`src/pkg/ffrc_pkg.sv`:
```
// Constants, types and helpers for the fault flag response block
// Function
// - Every protection flag has a three-bit action field in one half of its byte.
// - Every protection flag has a timing bit at bit 7 or bit 3 choosing immediate or debounced.
// - Primary overcurrent pairs fill one byte, secondary current and load overvoltage the next.
// - Local overvoltage and external flag fill a byte, temperature and undervoltage the next.
// - Actions: ignore, retry, latch off, oring switch off, or all but the auxiliary PWM off.
// - Debounced flags set only after the condition lasts 260 ms, 100 ms, 10 ms or the like.
// - One three-bit field sets the debounce shared by both accurate overcurrent flags.
// - A timing bit selects a 2 us debounce for supply or core overvoltage before shutdown.
// - The supply/core overvoltage ignore bit stops any action on those two flags.
// - The reload bit refetches nonvolatile configuration before an overvoltage restart.
// - A two-bit field in its own register sets the fast local overvoltage debounce, up to 8 us.
// - A two-bit field sets the wait, such as 1 s, before a retry re-enables the supply.
// - The auxiliary immediate-shutdown bit turns the other PWMs off at once, not gradually.
// - Each bit of an eight-bit mask blanks its flag until the soft-start ramp is done.
package ffrc_pkg;

  localparam int CLK_PERIOD_NS = 8;
  localparam int CW = 28;

  // Flag indices; pairs share a byte, even index in the upper half
  localparam int NUM_FLAGS = 12;
  localparam int NUM_ALL = 15;
  localparam int F_FAST_OCP = 0;
  localparam int F_ACC_OCP_PRI = 1;
  localparam int F_ACC_OCP_SEC = 2;
  localparam int F_LOAD_OV = 3;
  localparam int F_LOCAL_OV = 4;
  localparam int F_EXTERNAL = 5;
  localparam int F_OVERTEMP = 6;
  localparam int F_UNDERVOLT = 7;
  localparam int F_REVERSE = 8;
  localparam int F_CONTINUITY = 9;
  localparam int F_SHARE = 10;
  localparam int F_LINE = 11;
  localparam int F_SUPPLY_OV = 12;
  localparam int F_CORE_OV = 13;
  localparam int F_FAST_LOCAL_OV = 14;
  localparam int NUM_BLANK = 8;

  // Register offsets
  localparam int NUM_REGS = 10;
  localparam logic [7:0] A_PRIMARY_CURRENT = 8'h08;
  localparam logic [7:0] A_SECONDARY_LOAD = 8'h09;
  localparam logic [7:0] A_LOCAL_EXT = 8'h0A;
  localparam logic [7:0] A_TEMP_UNDERVOLT = 8'h0B;
  localparam logic [7:0] A_REVERSE_CONT = 8'h0C;
  localparam logic [7:0] A_SHARING_LINE = 8'h0D;
  localparam logic [7:0] A_DEBOUNCE_RESTART = 8'h0E;
  localparam logic [7:0] A_SOFTSTART_BLANK = 8'h0F;
  localparam logic [7:0] A_AUX_PWM_SHUTDOWN = 8'h34;
  localparam logic [7:0] A_FAST_OV_DEBOUNCE = 8'h37;
  localparam logic [3:0] I_DEBOUNCE_RESTART = 4'h6;
  localparam logic [3:0] I_SOFTSTART_BLANK = 4'h7;
  localparam logic [3:0] I_AUX_PWM_SHUTDOWN = 4'h8;
  localparam logic [3:0] I_FAST_OV_DEBOUNCE = 4'h9;
  localparam logic [7:0] REG_RESET = 8'h00;

  // Field positions
  localparam int TIM_HI_BIT = 7;
  localparam int ACT_HI_LSB = 4;
  localparam int TIM_LO_BIT = 3;
  localparam int ACT_LO_LSB = 0;
  localparam int OV_IGNORE_BIT = 7;
  localparam int OV_RELOAD_BIT = 6;
  localparam int OV_TIMING_BIT = 5;
  localparam int OCP_DEB_LSB = 2;
  localparam int RETRY_SEL_LSB = 0;
  localparam int AUX_FAST_OFF_BIT = 7;
  localparam int FAST_OV_SEL_LSB = 6;
  localparam logic [2:0] OCP_SEL_TOP = 3'h7;
  localparam logic [2:0] SEL2_TOP = 3'h3;

  // Action codes
  typedef enum logic [2:0] {
    ACT_IGNORE = 3'h0,
    ACT_RETRY = 3'h1,
    ACT_LATCH_OFF = 3'h2,
    ACT_ORING_OFF = 3'h3,
    ACT_PWM_OFF = 3'h4
  } ffrc_action_t;

  // Times as specified and their cycle counts
  localparam int DEB_OCP_MS = 260;
  localparam int DEB_OT_MS = 100;
  localparam int DEB_REV_MS = 10;
  localparam int DEB_LOCAL_OV_MS = 2;
  localparam int DEB_DEFAULT_MS = 10;
  localparam int OV_DEB_US = 2;
  localparam int FAST_OV_DEB_US = 8;
  localparam int RETRY_S = 1;
  localparam int DEB_OCP_CYC = (DEB_OCP_MS * 1_000_000 + CLK_PERIOD_NS - 1) / CLK_PERIOD_NS;
  localparam int DEB_OT_CYC = (DEB_OT_MS * 1_000_000 + CLK_PERIOD_NS - 1) / CLK_PERIOD_NS;
  localparam int DEB_REV_CYC = (DEB_REV_MS * 1_000_000 + CLK_PERIOD_NS - 1) / CLK_PERIOD_NS;
  localparam int DEB_LOCAL_OV_CYC =
    (DEB_LOCAL_OV_MS * 1_000_000 + CLK_PERIOD_NS - 1) / CLK_PERIOD_NS;
  localparam int DEB_DEFAULT_CYC = (DEB_DEFAULT_MS * 1_000_000 + CLK_PERIOD_NS - 1) / CLK_PERIOD_NS;
  localparam int OV_DEB_CYC = (OV_DEB_US * 1_000 + CLK_PERIOD_NS - 1) / CLK_PERIOD_NS;
  localparam int FAST_OV_DEB_CYC = (FAST_OV_DEB_US * 1_000 + CLK_PERIOD_NS - 1) / CLK_PERIOD_NS;
  localparam int RETRY_CYC = (RETRY_S * 1_000_000_000) / CLK_PERIOD_NS;

  // Top code of a selector gives the full base, each step down halves it
  function automatic logic [CW-1:0] scale_sel(input logic [CW-1:0] base, input logic [2:0] sel,
                                              input logic [2:0] top);
    logic [2:0] sh;
    sh = top - sel;
    return base >> sh;
  endfunction

endpackage

```
`src/hw/ffrc_debounce.sv`:
```
// Persistence filter for one fault condition
`timescale 1ns/1ps
`default_nettype none
module ffrc_debounce #(
  parameter int CW = 28
) (
  input wire logic clk_i,
  input wire logic rst_n_i,
  input wire logic cond_i,
  input wire logic deb_en_i,
  input wire logic [CW-1:0] limit_i,
  output logic flag_o
);

  typedef struct packed {
    logic [CW-1:0] cnt;
    logic flag;
  } ffrc_deb_state_t;

  ffrc_deb_state_t q;
  ffrc_deb_state_t n;

  always_comb
  begin
    n = q;
    if (!cond_i)
    begin
      // Any drop restarts the interval
      n.cnt = '0;
      n.flag = 1'b0;
    end
    else if (!deb_en_i)
    begin
      n.flag = 1'b1;
    end
    else if (!q.flag)
    begin
      // A zero limit behaves as one cycle
      if (CW'(q.cnt + 1'b1) >= limit_i)
      begin
        n.flag = 1'b1;
      end
      else
      begin
        n.cnt = CW'(q.cnt + 1'b1);
      end
    end
  end

  always_ff @(posedge clk_i or negedge rst_n_i)
  begin
    if (!rst_n_i)
    begin
      q <= '0;
    end
    else
    begin
      q <= n;
    end
  end

  assign flag_o = q.flag;

endmodule
`default_nettype wire

```
`src/hw/ffrc_top.sv`:
```
// Fault flag configuration registers, filtering and supply response sequencing
`timescale 1ns/1ps
`default_nettype none
module ffrc_top #(
  parameter int DEB_OCP_CYC = ffrc_pkg::DEB_OCP_CYC,
  parameter int DEB_OT_CYC = ffrc_pkg::DEB_OT_CYC,
  parameter int DEB_REV_CYC = ffrc_pkg::DEB_REV_CYC,
  parameter int DEB_LOCAL_OV_CYC = ffrc_pkg::DEB_LOCAL_OV_CYC,
  parameter int DEB_DEFAULT_CYC = ffrc_pkg::DEB_DEFAULT_CYC,
  parameter int OV_DEB_CYC = ffrc_pkg::OV_DEB_CYC,
  parameter int FAST_OV_DEB_CYC = ffrc_pkg::FAST_OV_DEB_CYC,
  parameter int RETRY_CYC = ffrc_pkg::RETRY_CYC
) (
  input wire logic REF_CLK_I,
  input wire logic RST_N_I,
  input wire logic REG_WR_I,
  input wire logic [7:0] REG_ADDR_I,
  input wire logic [7:0] REG_WDATA_I,
  output logic [7:0] REG_RDATA_O,
  input wire logic [11:0] FAULT_RAW_I,
  input wire logic SUPPLY_OV_RAW_I,
  input wire logic CORE_RAIL_OV_RAW_I,
  input wire logic FAST_LOCAL_OV_RAW_I,
  input wire logic POWER_ON_REQUEST_I,
  input wire logic SOFTSTART_DONE_I,
  input wire logic RELOAD_DONE_I,
  output logic SUPPLY_EN_O,
  output logic MAIN_PWM_EN_O,
  output logic AUXILIARY_PWM_OUTPUT_EN_O,
  output logic PWM_IMMEDIATE_OFF_O,
  output logic ORING_SWITCH_EN_O,
  output logic RELOAD_REQ_O,
  output logic [14:0] FAULT_ACTIVE_O
);

  localparam int CW = ffrc_pkg::CW;
  localparam int NS = 16;
  localparam int PON_BIT = 15;

  // Gray on every arc except reload -> run and retry -> latched
  typedef enum logic [1:0] {
    ST_RUN = 2'b00,
    ST_RETRY = 2'b01,
    ST_RELOAD = 2'b11,
    ST_LATCHED = 2'b10
  } ffrc_state_t;

  typedef struct packed {
    logic [ffrc_pkg::NUM_REGS-1:0][7:0] regs;
    logic [NS-1:0] sync1;
    logic [NS-1:0] sync2;
    logic pon_prev;
    ffrc_state_t state;
    logic [CW-1:0] timer;
    logic reload_pending;
    logic [7:0] rdata;
    logic supply_en;
    logic main_pwm_en;
    logic aux_en;
    logic fast_off;
    logic oring_en;
    logic reload_req;
    logic [ffrc_pkg::NUM_ALL-1:0] active;
  } ffrc_top_state_t;

  ffrc_top_state_t q;
  ffrc_top_state_t n;

  logic [ffrc_pkg::NUM_ALL-1:0] deb_flag;
  logic [ffrc_pkg::NUM_ALL-1:0] deb_en;
  logic [ffrc_pkg::NUM_ALL-1:0][CW-1:0] deb_limit;
  logic [ffrc_pkg::NUM_ALL-1:0] cond;

  // Returns {hit, index}; unmapped addresses miss
  function automatic logic [4:0] reg_index(input logic [7:0] addr);
    logic [4:0] r;
    r = 5'h00;
    unique case (addr)
      ffrc_pkg::A_PRIMARY_CURRENT: r = 5'h10;
      ffrc_pkg::A_SECONDARY_LOAD: r = 5'h11;
      ffrc_pkg::A_LOCAL_EXT: r = 5'h12;
      ffrc_pkg::A_TEMP_UNDERVOLT: r = 5'h13;
      ffrc_pkg::A_REVERSE_CONT: r = 5'h14;
      ffrc_pkg::A_SHARING_LINE: r = 5'h15;
      ffrc_pkg::A_DEBOUNCE_RESTART: r = {1'b1, ffrc_pkg::I_DEBOUNCE_RESTART};
      ffrc_pkg::A_SOFTSTART_BLANK: r = {1'b1, ffrc_pkg::I_SOFTSTART_BLANK};
      ffrc_pkg::A_AUX_PWM_SHUTDOWN: r = {1'b1, ffrc_pkg::I_AUX_PWM_SHUTDOWN};
      ffrc_pkg::A_FAST_OV_DEBOUNCE: r = {1'b1, ffrc_pkg::I_FAST_OV_DEBOUNCE};
      default: r = 5'h00;
    endcase
    return r;
  endfunction

  // Even flags sit in the upper half of their byte
  function automatic logic [2:0] flag_action(input logic [7:0] cfg, input logic upper);
    logic [2:0] a;
    a = upper ? cfg[ffrc_pkg::ACT_HI_LSB +: 3] : cfg[ffrc_pkg::ACT_LO_LSB +: 3];
    return a;
  endfunction

  function automatic logic flag_timing(input logic [7:0] cfg, input logic upper);
    logic t;
    t = upper ? cfg[ffrc_pkg::TIM_HI_BIT] : cfg[ffrc_pkg::TIM_LO_BIT];
    return t;
  endfunction

  logic [7:0] deb_restart;
  logic [7:0] blank_mask;
  logic [7:0] aux_cfg;
  logic [7:0] fast_cfg;
  logic [2:0] ocp_sel;
  logic [2:0] retry_sel;
  logic [2:0] fast_sel;
  logic [CW-1:0] retry_limit;

  assign deb_restart = q.regs[ffrc_pkg::I_DEBOUNCE_RESTART];
  assign blank_mask = q.regs[ffrc_pkg::I_SOFTSTART_BLANK];
  assign aux_cfg = q.regs[ffrc_pkg::I_AUX_PWM_SHUTDOWN];
  assign fast_cfg = q.regs[ffrc_pkg::I_FAST_OV_DEBOUNCE];
  assign ocp_sel = deb_restart[ffrc_pkg::OCP_DEB_LSB +: 3];
  assign retry_sel = {1'b0, deb_restart[ffrc_pkg::RETRY_SEL_LSB +: 2]};
  assign fast_sel = {1'b0, fast_cfg[ffrc_pkg::FAST_OV_SEL_LSB +: 2]};
  assign retry_limit = ffrc_pkg::scale_sel(CW'(RETRY_CYC), retry_sel,
                                           ffrc_pkg::SEL2_TOP);

  // Filter setup for every flag
  always_comb
  begin
    cond = q.sync2[ffrc_pkg::NUM_ALL-1:0];
    for (int k = 0; k < ffrc_pkg::NUM_FLAGS; k++)
    begin
      deb_en[k] = flag_timing(q.regs[k/2], ((k % 2) == 0));
      deb_limit[k] = CW'(DEB_DEFAULT_CYC);
    end
    deb_limit[ffrc_pkg::F_ACC_OCP_PRI] = ffrc_pkg::scale_sel(CW'(DEB_OCP_CYC), ocp_sel,
                                                             ffrc_pkg::OCP_SEL_TOP);
    deb_limit[ffrc_pkg::F_ACC_OCP_SEC] = deb_limit[ffrc_pkg::F_ACC_OCP_PRI];
    deb_limit[ffrc_pkg::F_OVERTEMP] = CW'(DEB_OT_CYC);
    deb_limit[ffrc_pkg::F_REVERSE] = CW'(DEB_REV_CYC);
    deb_limit[ffrc_pkg::F_LOCAL_OV] = CW'(DEB_LOCAL_OV_CYC);
    deb_en[ffrc_pkg::F_SUPPLY_OV] = deb_restart[ffrc_pkg::OV_TIMING_BIT];
    deb_en[ffrc_pkg::F_CORE_OV] = deb_restart[ffrc_pkg::OV_TIMING_BIT];
    deb_limit[ffrc_pkg::F_SUPPLY_OV] = CW'(OV_DEB_CYC);
    deb_limit[ffrc_pkg::F_CORE_OV] = CW'(OV_DEB_CYC);
    deb_en[ffrc_pkg::F_FAST_LOCAL_OV] = 1'b1;
    deb_limit[ffrc_pkg::F_FAST_LOCAL_OV] = ffrc_pkg::scale_sel(CW'(FAST_OV_DEB_CYC), fast_sel,
                                                               ffrc_pkg::SEL2_TOP);
  end

  for (genvar g = 0; g < ffrc_pkg::NUM_ALL; g++)
  begin : g_deb
    ffrc_debounce #(
      .CW(CW)
    ) u_deb (
      .clk_i(REF_CLK_I),
      .rst_n_i(RST_N_I),
      .cond_i(cond[g]),
      .deb_en_i(deb_en[g]),
      .limit_i(deb_limit[g]),
      .flag_o(deb_flag[g])
    );
  end

  // Response decode and sequencing
  logic [ffrc_pkg::NUM_ALL-1:0] eff;
  logic retry_hit;
  logic latch_hit;
  logic oring_hit;
  logic pwm_hit;
  logic ov_hit;
  logic pon_rise;
  logic [4:0] widx;
  logic [4:0] ridx;
  logic supply_on;
  logic [2:0] act;

  always_comb
  begin
    eff = '0;
    retry_hit = 1'b0;
    latch_hit = 1'b0;
    oring_hit = 1'b0;
    pwm_hit = 1'b0;
    act = 3'h0;
    for (int k = 0; k < ffrc_pkg::NUM_FLAGS; k++)
    begin
      eff[k] = deb_flag[k];
      // Blanking covers only the low flags, and only until the ramp ends
      if (k < ffrc_pkg::NUM_BLANK && blank_mask[k] && !SOFTSTART_DONE_I)
      begin
        eff[k] = 1'b0;
      end
    end
    // Flags past the mask range cannot be blanked
    eff[ffrc_pkg::F_SUPPLY_OV] = deb_flag[ffrc_pkg::F_SUPPLY_OV]
                                 & ~deb_restart[ffrc_pkg::OV_IGNORE_BIT];
    eff[ffrc_pkg::F_CORE_OV] = deb_flag[ffrc_pkg::F_CORE_OV]
                               & ~deb_restart[ffrc_pkg::OV_IGNORE_BIT];
    eff[ffrc_pkg::F_FAST_LOCAL_OV] = deb_flag[ffrc_pkg::F_FAST_LOCAL_OV];
    ov_hit = eff[ffrc_pkg::F_SUPPLY_OV] | eff[ffrc_pkg::F_CORE_OV];
    for (int k = 0; k <= ffrc_pkg::NUM_FLAGS; k++)
    begin
      // Slot NUM_FLAGS stands for the fast local overvoltage, sharing the accurate one's action
      if (k == ffrc_pkg::NUM_FLAGS)
      begin
        act = flag_action(q.regs[ffrc_pkg::F_LOCAL_OV/2], 1'b1);
      end
      else
      begin
        act = flag_action(q.regs[k/2], ((k % 2) == 0));
      end
      if ((k == ffrc_pkg::NUM_FLAGS) ? eff[ffrc_pkg::F_FAST_LOCAL_OV] : eff[k])
      begin
        unique case (act)
          ffrc_pkg::ACT_RETRY: retry_hit = 1'b1;
          ffrc_pkg::ACT_LATCH_OFF: latch_hit = 1'b1;
          ffrc_pkg::ACT_ORING_OFF: oring_hit = 1'b1;
          ffrc_pkg::ACT_PWM_OFF: pwm_hit = 1'b1;
          default: ; // Ignore and unused codes take no action
        endcase
      end
    end
    if (ov_hit)
    begin
      retry_hit = 1'b1;
    end
  end

  assign pon_rise = q.sync2[PON_BIT] & ~q.pon_prev;
  assign widx = reg_index(REG_ADDR_I);
  assign ridx = widx;

  always_comb
  begin
    n = q;
    n.sync1 = {POWER_ON_REQUEST_I, FAST_LOCAL_OV_RAW_I, CORE_RAIL_OV_RAW_I, SUPPLY_OV_RAW_I,
               FAULT_RAW_I};
    n.sync2 = q.sync1;
    n.pon_prev = q.sync2[PON_BIT];
    if (REG_WR_I && widx[4])
    begin
      n.regs[widx[3:0]] = REG_WDATA_I;
    end
    n.rdata = ridx[4] ? q.regs[ridx[3:0]] : 8'h00;
    unique case (q.state)
      ST_RUN:
      begin
        if (latch_hit)
        begin
          n.state = ST_LATCHED;
        end
        else if (retry_hit)
        begin
          n.state = ST_RETRY;
          n.timer = '0;
          n.reload_pending = ov_hit & deb_restart[ffrc_pkg::OV_RELOAD_BIT];
        end
      end
      ST_RETRY:
      begin
        if (latch_hit)
        begin
          n.state = ST_LATCHED;
        end
        else if (CW'(q.timer + 1'b1) >= retry_limit)
        begin
          n.state = q.reload_pending ? ST_RELOAD : ST_RUN;
        end
        else
        begin
          n.timer = CW'(q.timer + 1'b1);
        end
      end
      ST_RELOAD:
      begin
        // Supply stays off until the nonvolatile copy is back
        if (RELOAD_DONE_I)
        begin
          n.state = ST_RUN;
          n.reload_pending = 1'b0;
        end
      end
      ST_LATCHED:
      begin
        if (pon_rise)
        begin
          n.state = ST_RUN;
        end
      end
    endcase
    supply_on = (n.state == ST_RUN) && q.sync2[PON_BIT];
    n.supply_en = supply_on;
    n.main_pwm_en = supply_on & ~pwm_hit;
    n.aux_en = supply_on;
    // Gradual shutdown is the PWM stage's own business when the bit is clear
    n.fast_off = ~n.main_pwm_en & aux_cfg[ffrc_pkg::AUX_FAST_OFF_BIT];
    n.oring_en = supply_on & ~oring_hit;
    n.reload_req = (n.state == ST_RELOAD);
    n.active = eff;
  end

  always_ff @(posedge REF_CLK_I or negedge RST_N_I)
  begin
    if (!RST_N_I)
    begin
      q <= '0;
    end
    else
    begin
      q <= n;
    end
  end

  assign REG_RDATA_O = q.rdata;
  assign SUPPLY_EN_O = q.supply_en;
  assign MAIN_PWM_EN_O = q.main_pwm_en;
  assign AUXILIARY_PWM_OUTPUT_EN_O = q.aux_en;
  assign PWM_IMMEDIATE_OFF_O = q.fast_off;
  assign ORING_SWITCH_EN_O = q.oring_en;
  assign RELOAD_REQ_O = q.reload_req;
  assign FAULT_ACTIVE_O = q.active;

endmodule
`default_nettype wire

```
`config.mk`:
```
export PLATFORM = sky130hd
export DESIGN_NAME = ffrc_top
export DESIGN_NICKNAME = d
export VERILOG_FILES = /design/src/pkg/ffrc_pkg.sv /design/src/hw/ffrc_debounce.sv /design/src/hw/ffrc_top.sv
export SDC_FILE = /design/constraint.sdc
export NUM_CORES = 1
export LEC_CHECK = 0
export BUFFER_PORTS_ARGS = -buffer_cell sky130_fd_sc_hd__buf_4
export CAP_MARGIN = 20
export CORE_ASPECT_RATIO = 0.7
export CORE_MARGIN = 5
export CORE_UTILIZATION = 40
export DETAILED_ROUTE_END_ITERATION = 6
export GPL_TIMING_DRIVEN = 0
export PLACE_DENSITY = 0.57
export SLEW_MARGIN = 5
export SYNTH_ARGS = -nofsm -noshare
export SYNTH_HDL_FRONTEND = slang
export SYNTH_HIERARCHICAL = 1
export SYNTH_SLANG_ARGS = --single-unit
```
`constraint.sdc`:
```
create_clock -name REF_CLK_I -period 3.6 [get_ports REF_CLK_I]
set_input_delay 0.18 -clock REF_CLK_I [delete_from_list [all_inputs] [get_ports REF_CLK_I]]
set_output_delay 0.18 -clock REF_CLK_I [all_outputs]
set_load 0.05 [all_outputs]
```
==> flow_metrics.py <==
metrics = {
    "timing": {
        "rsz0062_at_grt": "yes",
        "min_period_ns": 3.86,
        "setup_ws_ns": -0.265,
        "tightest_slew_ns": 0.954,
        "finalMaxSlewViolations": 0,
        "finalSetupViolCount": 247,
        "finalCritPeriodShare_pct": 107,
        "hold_viol": 0,
        "fmax_ghz": 0.259,
        "final.setup_skew_ns": 0.0283,
        "slew_headroom_pct": 35.9,
    },
    "clocking": {
        "cts.sinks": 607,
        "tritoncts": "yes",
        "cts_buffer_depth": 3,
        "cts_buffers": 72,
        "root_buffer": "clkbuf_16",
        "worstSkewPairLatency_ns": 0.67,
        "cts_htree_levels": 3,
        "cts.clk_slew.worst_paths_ns": 0.06,
    },
    "drt": {
        "wl_per_cell_um": 19.3,
        "firstDrtPassIters": 6,
        "drc": 0,
        "ant_nets": 0,
        "wl_mm": 164,
        "detail_route.vias_per_cell": 5.68,
        "vias": 48200,
        "drtIter0Drc": 3965,
    },
    "pwr": {
        "peakVddDrop_uv": 308,
        "power.density_nw_per_um2": 261,
        "leakagePower_nw": 31.0,
        "finalPower_mw": 17.8,
    },
    "floorplanning": {
        "io_pins": 66,
        "core_area_um2": 121000,
        "fp.dieW_um": 428,
        "start_util_pct": 40.2,
        "row_count": 107,
        "dieArea_um2": 129000,
        "dieHeight_um": 302,
    },
    "placed_design": {
        "numPortBuffers": 54,
        "place_congestion": 0.898,
        "placed_area_um2": 52800,
        "place_inst": 7742,
        "preCtsSetupSlack_ns": -1.25,
        "hpwl_mm": 106,
    },
    "global_routing": {
        "grt_antenna_before_repair": 7,
        "grt_pass1_wl_mm": 244,
        "gr-total-overflow": 0,
        "grt_util_all_layers_pct": 23.0,
        "grt_pass1_vias": 44300,
        "grt_max_degree": 107,
    },
    "synth": {
        "syn_inst": 5686,
        "synth_cell_type_count": 78,
        "synthTopCellsByArea": "dfrtp_1 31%, ha_1 12%, a21oi_1 4.5%, o21ai_0 4.2%, xor2_1 4.1%",
        "synth_area_leader_cell": "dfrtp_1",
        "yosysWarnings": 6,
        "ys_ff_latch": 607,
        "synth_top_area_share_pct": 31.1,
        "ys.flop_type": "dfrtp_1",
        "synth_async_sr_flop_share_pct": 100,
        "ys_seq_area_share_pct": 31.1,
        "avgSynthCellArea_um2": 8.59,
        "synth_edf_count": 0,
        "syn-cell-area_um2": 48800,
    },
    "finish": {
        "seq_area_um2": 15300,
        "instances_no_fill": 8496,
        "nFillCells": 10500,
        "area_growth_pct": 39.8,
        "final_cell_mix": "610 x buf_4, 509 x dfrtp_1, 465 x inv_1",
        "num-nets-final": 7313,
        "final_common_cell": "buf_4",
        "final_util_pct": 56.2,
        "fin_area_um2": 68200,
        "drive_gt1_share_pct": 31.1,
        "multi_input_area_um2": 36900,
    },
    "run_status": {
        "failed_checks": "negative setup slack",
        "status": "finished with violations",
    },
    "worst_setup_path": {
        "critical_path_required_ns": 4.17,
        "cp.arrival_ns": 4.44,
        "cp-start-kind": "register",
        "worstPathMaxFanout": 5,
        "critical-path-top-delay-family": "simple AND/OR/NAND/NOR gates",
        "critical_path.max_stage_delay_ns": 0.63,
        "cp_cell_sequence": "nand3_2 > or4_4 > nor4b_4 > xor2_2 > ha_1 > nand4_1 > nor4_4 > buf_4 > a22oi_2 > nand4_1 > buf_2 > or4_4 > a21oi_2",
        "cp_slowest_cell": "or4_4",
        "critPathBufInv": 2,
        "critPathCaptureType": "register",
        "critical_path_class": "reg2reg",
    },
    "worst_hold_path": {
        "hp-class": "in2async",
    },
    "job": {
        "drv_cap": 0,
    },
}
[worst register-to-register path, cell delays in order (launching register included)]
cell and delay (ns):
dfrtp_1 0.44, nand3_2 0.14, or4_4 0.63, nor4b_4 0.39, xor2_2 0.24, ha_1 0.29
nand4_1 0.19, nor4_4 0.05, buf_4 0.14, a22oi_2 0.15, nand4_1 0.24, buf_2 0.22
or4_4 0.51, a21oi_2 0.16
[cell type report]
class,count,share of cell area (%)
plain buffers,314,4.04
clock inverters,21,0.484
diodes,5,0.0183
well taps,1635,3.00
flip-flops and latches,607,22.4
repair buffers,731,10.1
clock buffers,107,3.21
inverters,468,2.59
multi-input cells,4608,54.1
[kinds of logic (layout without fill, tap and decap cells)]
family | Yosys count | in the layout | synth area share, %
flip-flops | 607 | 607 | 31.1
multiplexers | 78 | 78 | 1.79
XOR/XNOR | 413 | 413 | 7.41
buffers and inverters | 832 | 1641 | 6.90
AO/OA/AOI/OAI | 1333 | 1333 | 16.6
AND/OR/NAND/NOR | 1947 | 1947 | 24.0
adder cells (fa/ha/maj) | 474 | 474 | 12.1
other | 2 | 368 | 0.0154
[per-layer routing]
metal	global-route usage (%)	wire, um
met3	3.11	10900
met2	34.1	72700
met4	6.37	4260
met5	0	0
met1	35.0	76400
[state kept, by name, indices dropped and copies added, names as in the netlist]
register,count
fast_cfg,8
AUXILIARY_PWM_OUTPUT_EN_O,1
MAIN_PWM_EN_O,1
aux_cfg,8
PWM_IMMEDIATE_OFF_O,1
REG_RDATA_O,8
g_deb.u_deb/flag_o,15
q,65
act,3
ORING_SWITCH_EN_O,1
cond,15
g_deb.u_deb/q,420
n,17
blank_mask,8
deb_en,12
FAULT_ACTIVE_O,15
deb_restart,8
RELOAD_REQ_O,1
[final timing paths]
check	startpoint	end	slack, ns	depth (start not counted)
hold reg to reg	n[72]	cond[11]	0.35	0
hold / removal	RST_N_I	g_deb[5].u_deb/q[6]	0.12	2
setup / recovery	g_deb[13].u_deb/q[2]	g_deb[13].u_deb/q[14]	-0.26	13
min in group REF_CLK_I	FAULT_RAW_I[8]	n[69]	0.16	2
max in group asynchronous	RST_N_I	g_deb[9].u_deb/q[2]	1.14	6
setup reg to reg	g_deb[13].u_deb/q[2]	g_deb[13].u_deb/q[14]	-0.26	13
[per-stage QoR]
step	hold slack, ns	TNS (ns)
final	0.118	-14.32
after global routing	0.140	-70.21
after CTS	0.0911	-1.11
after detailed placement	0.220	-421.91
after global placement	0.290	-3558.04
after floorplan	-0.116	0
[Yosys cell counts, types with 18 or more instances]
library cell,count
nand4b_1,158
nand4_1,120
xor2_1,229
buf_4,29
nand2b_1,41
nor4_1,47
inv_1,468
and4_1,33
or4_1,62
buf_1,19
and3_1,82
nor4_2,32
buf_2,93
ha_1,474
nor3_1,307
o31ai_1,46
o21a_1,31
nand3_1,267
a211oi_1,30
nor2_1,234
a22oi_1,23
xnor2_1,184
o21ai_0,411
a31oi_1,111
or3_1,49
nand2_1,301
a21oi_1,436
nor3b_1,18
o221ai_1,18
a21o_1,28
dfrtp_1,607
and4b_1,19
mux2_2,75
clkbuf_1,218
[repair_timing]
| item | 4_1_cts | 5_1_grt |
|---|---|---|
| gates resized for setup | 723 | 1160 |
| buffers inserted | 362 | 232 |
| endpoints found under the setup margin | 470 | 468 |
| pin swaps | 311 | 564 |
| endpoints found under the hold margin | 134 | 0 |
| gates cloned | 12 | 52 |
| hold buffers | 25 | 0 |
[report_power, final]
group	internal, mW	switching, mW	leakage [nW]
clock	4.78	3.26	1.23
sequential	7.00	0.262	8.12
combinational	0.982	1.54	21.7
(Power assumes the default switching activity.)
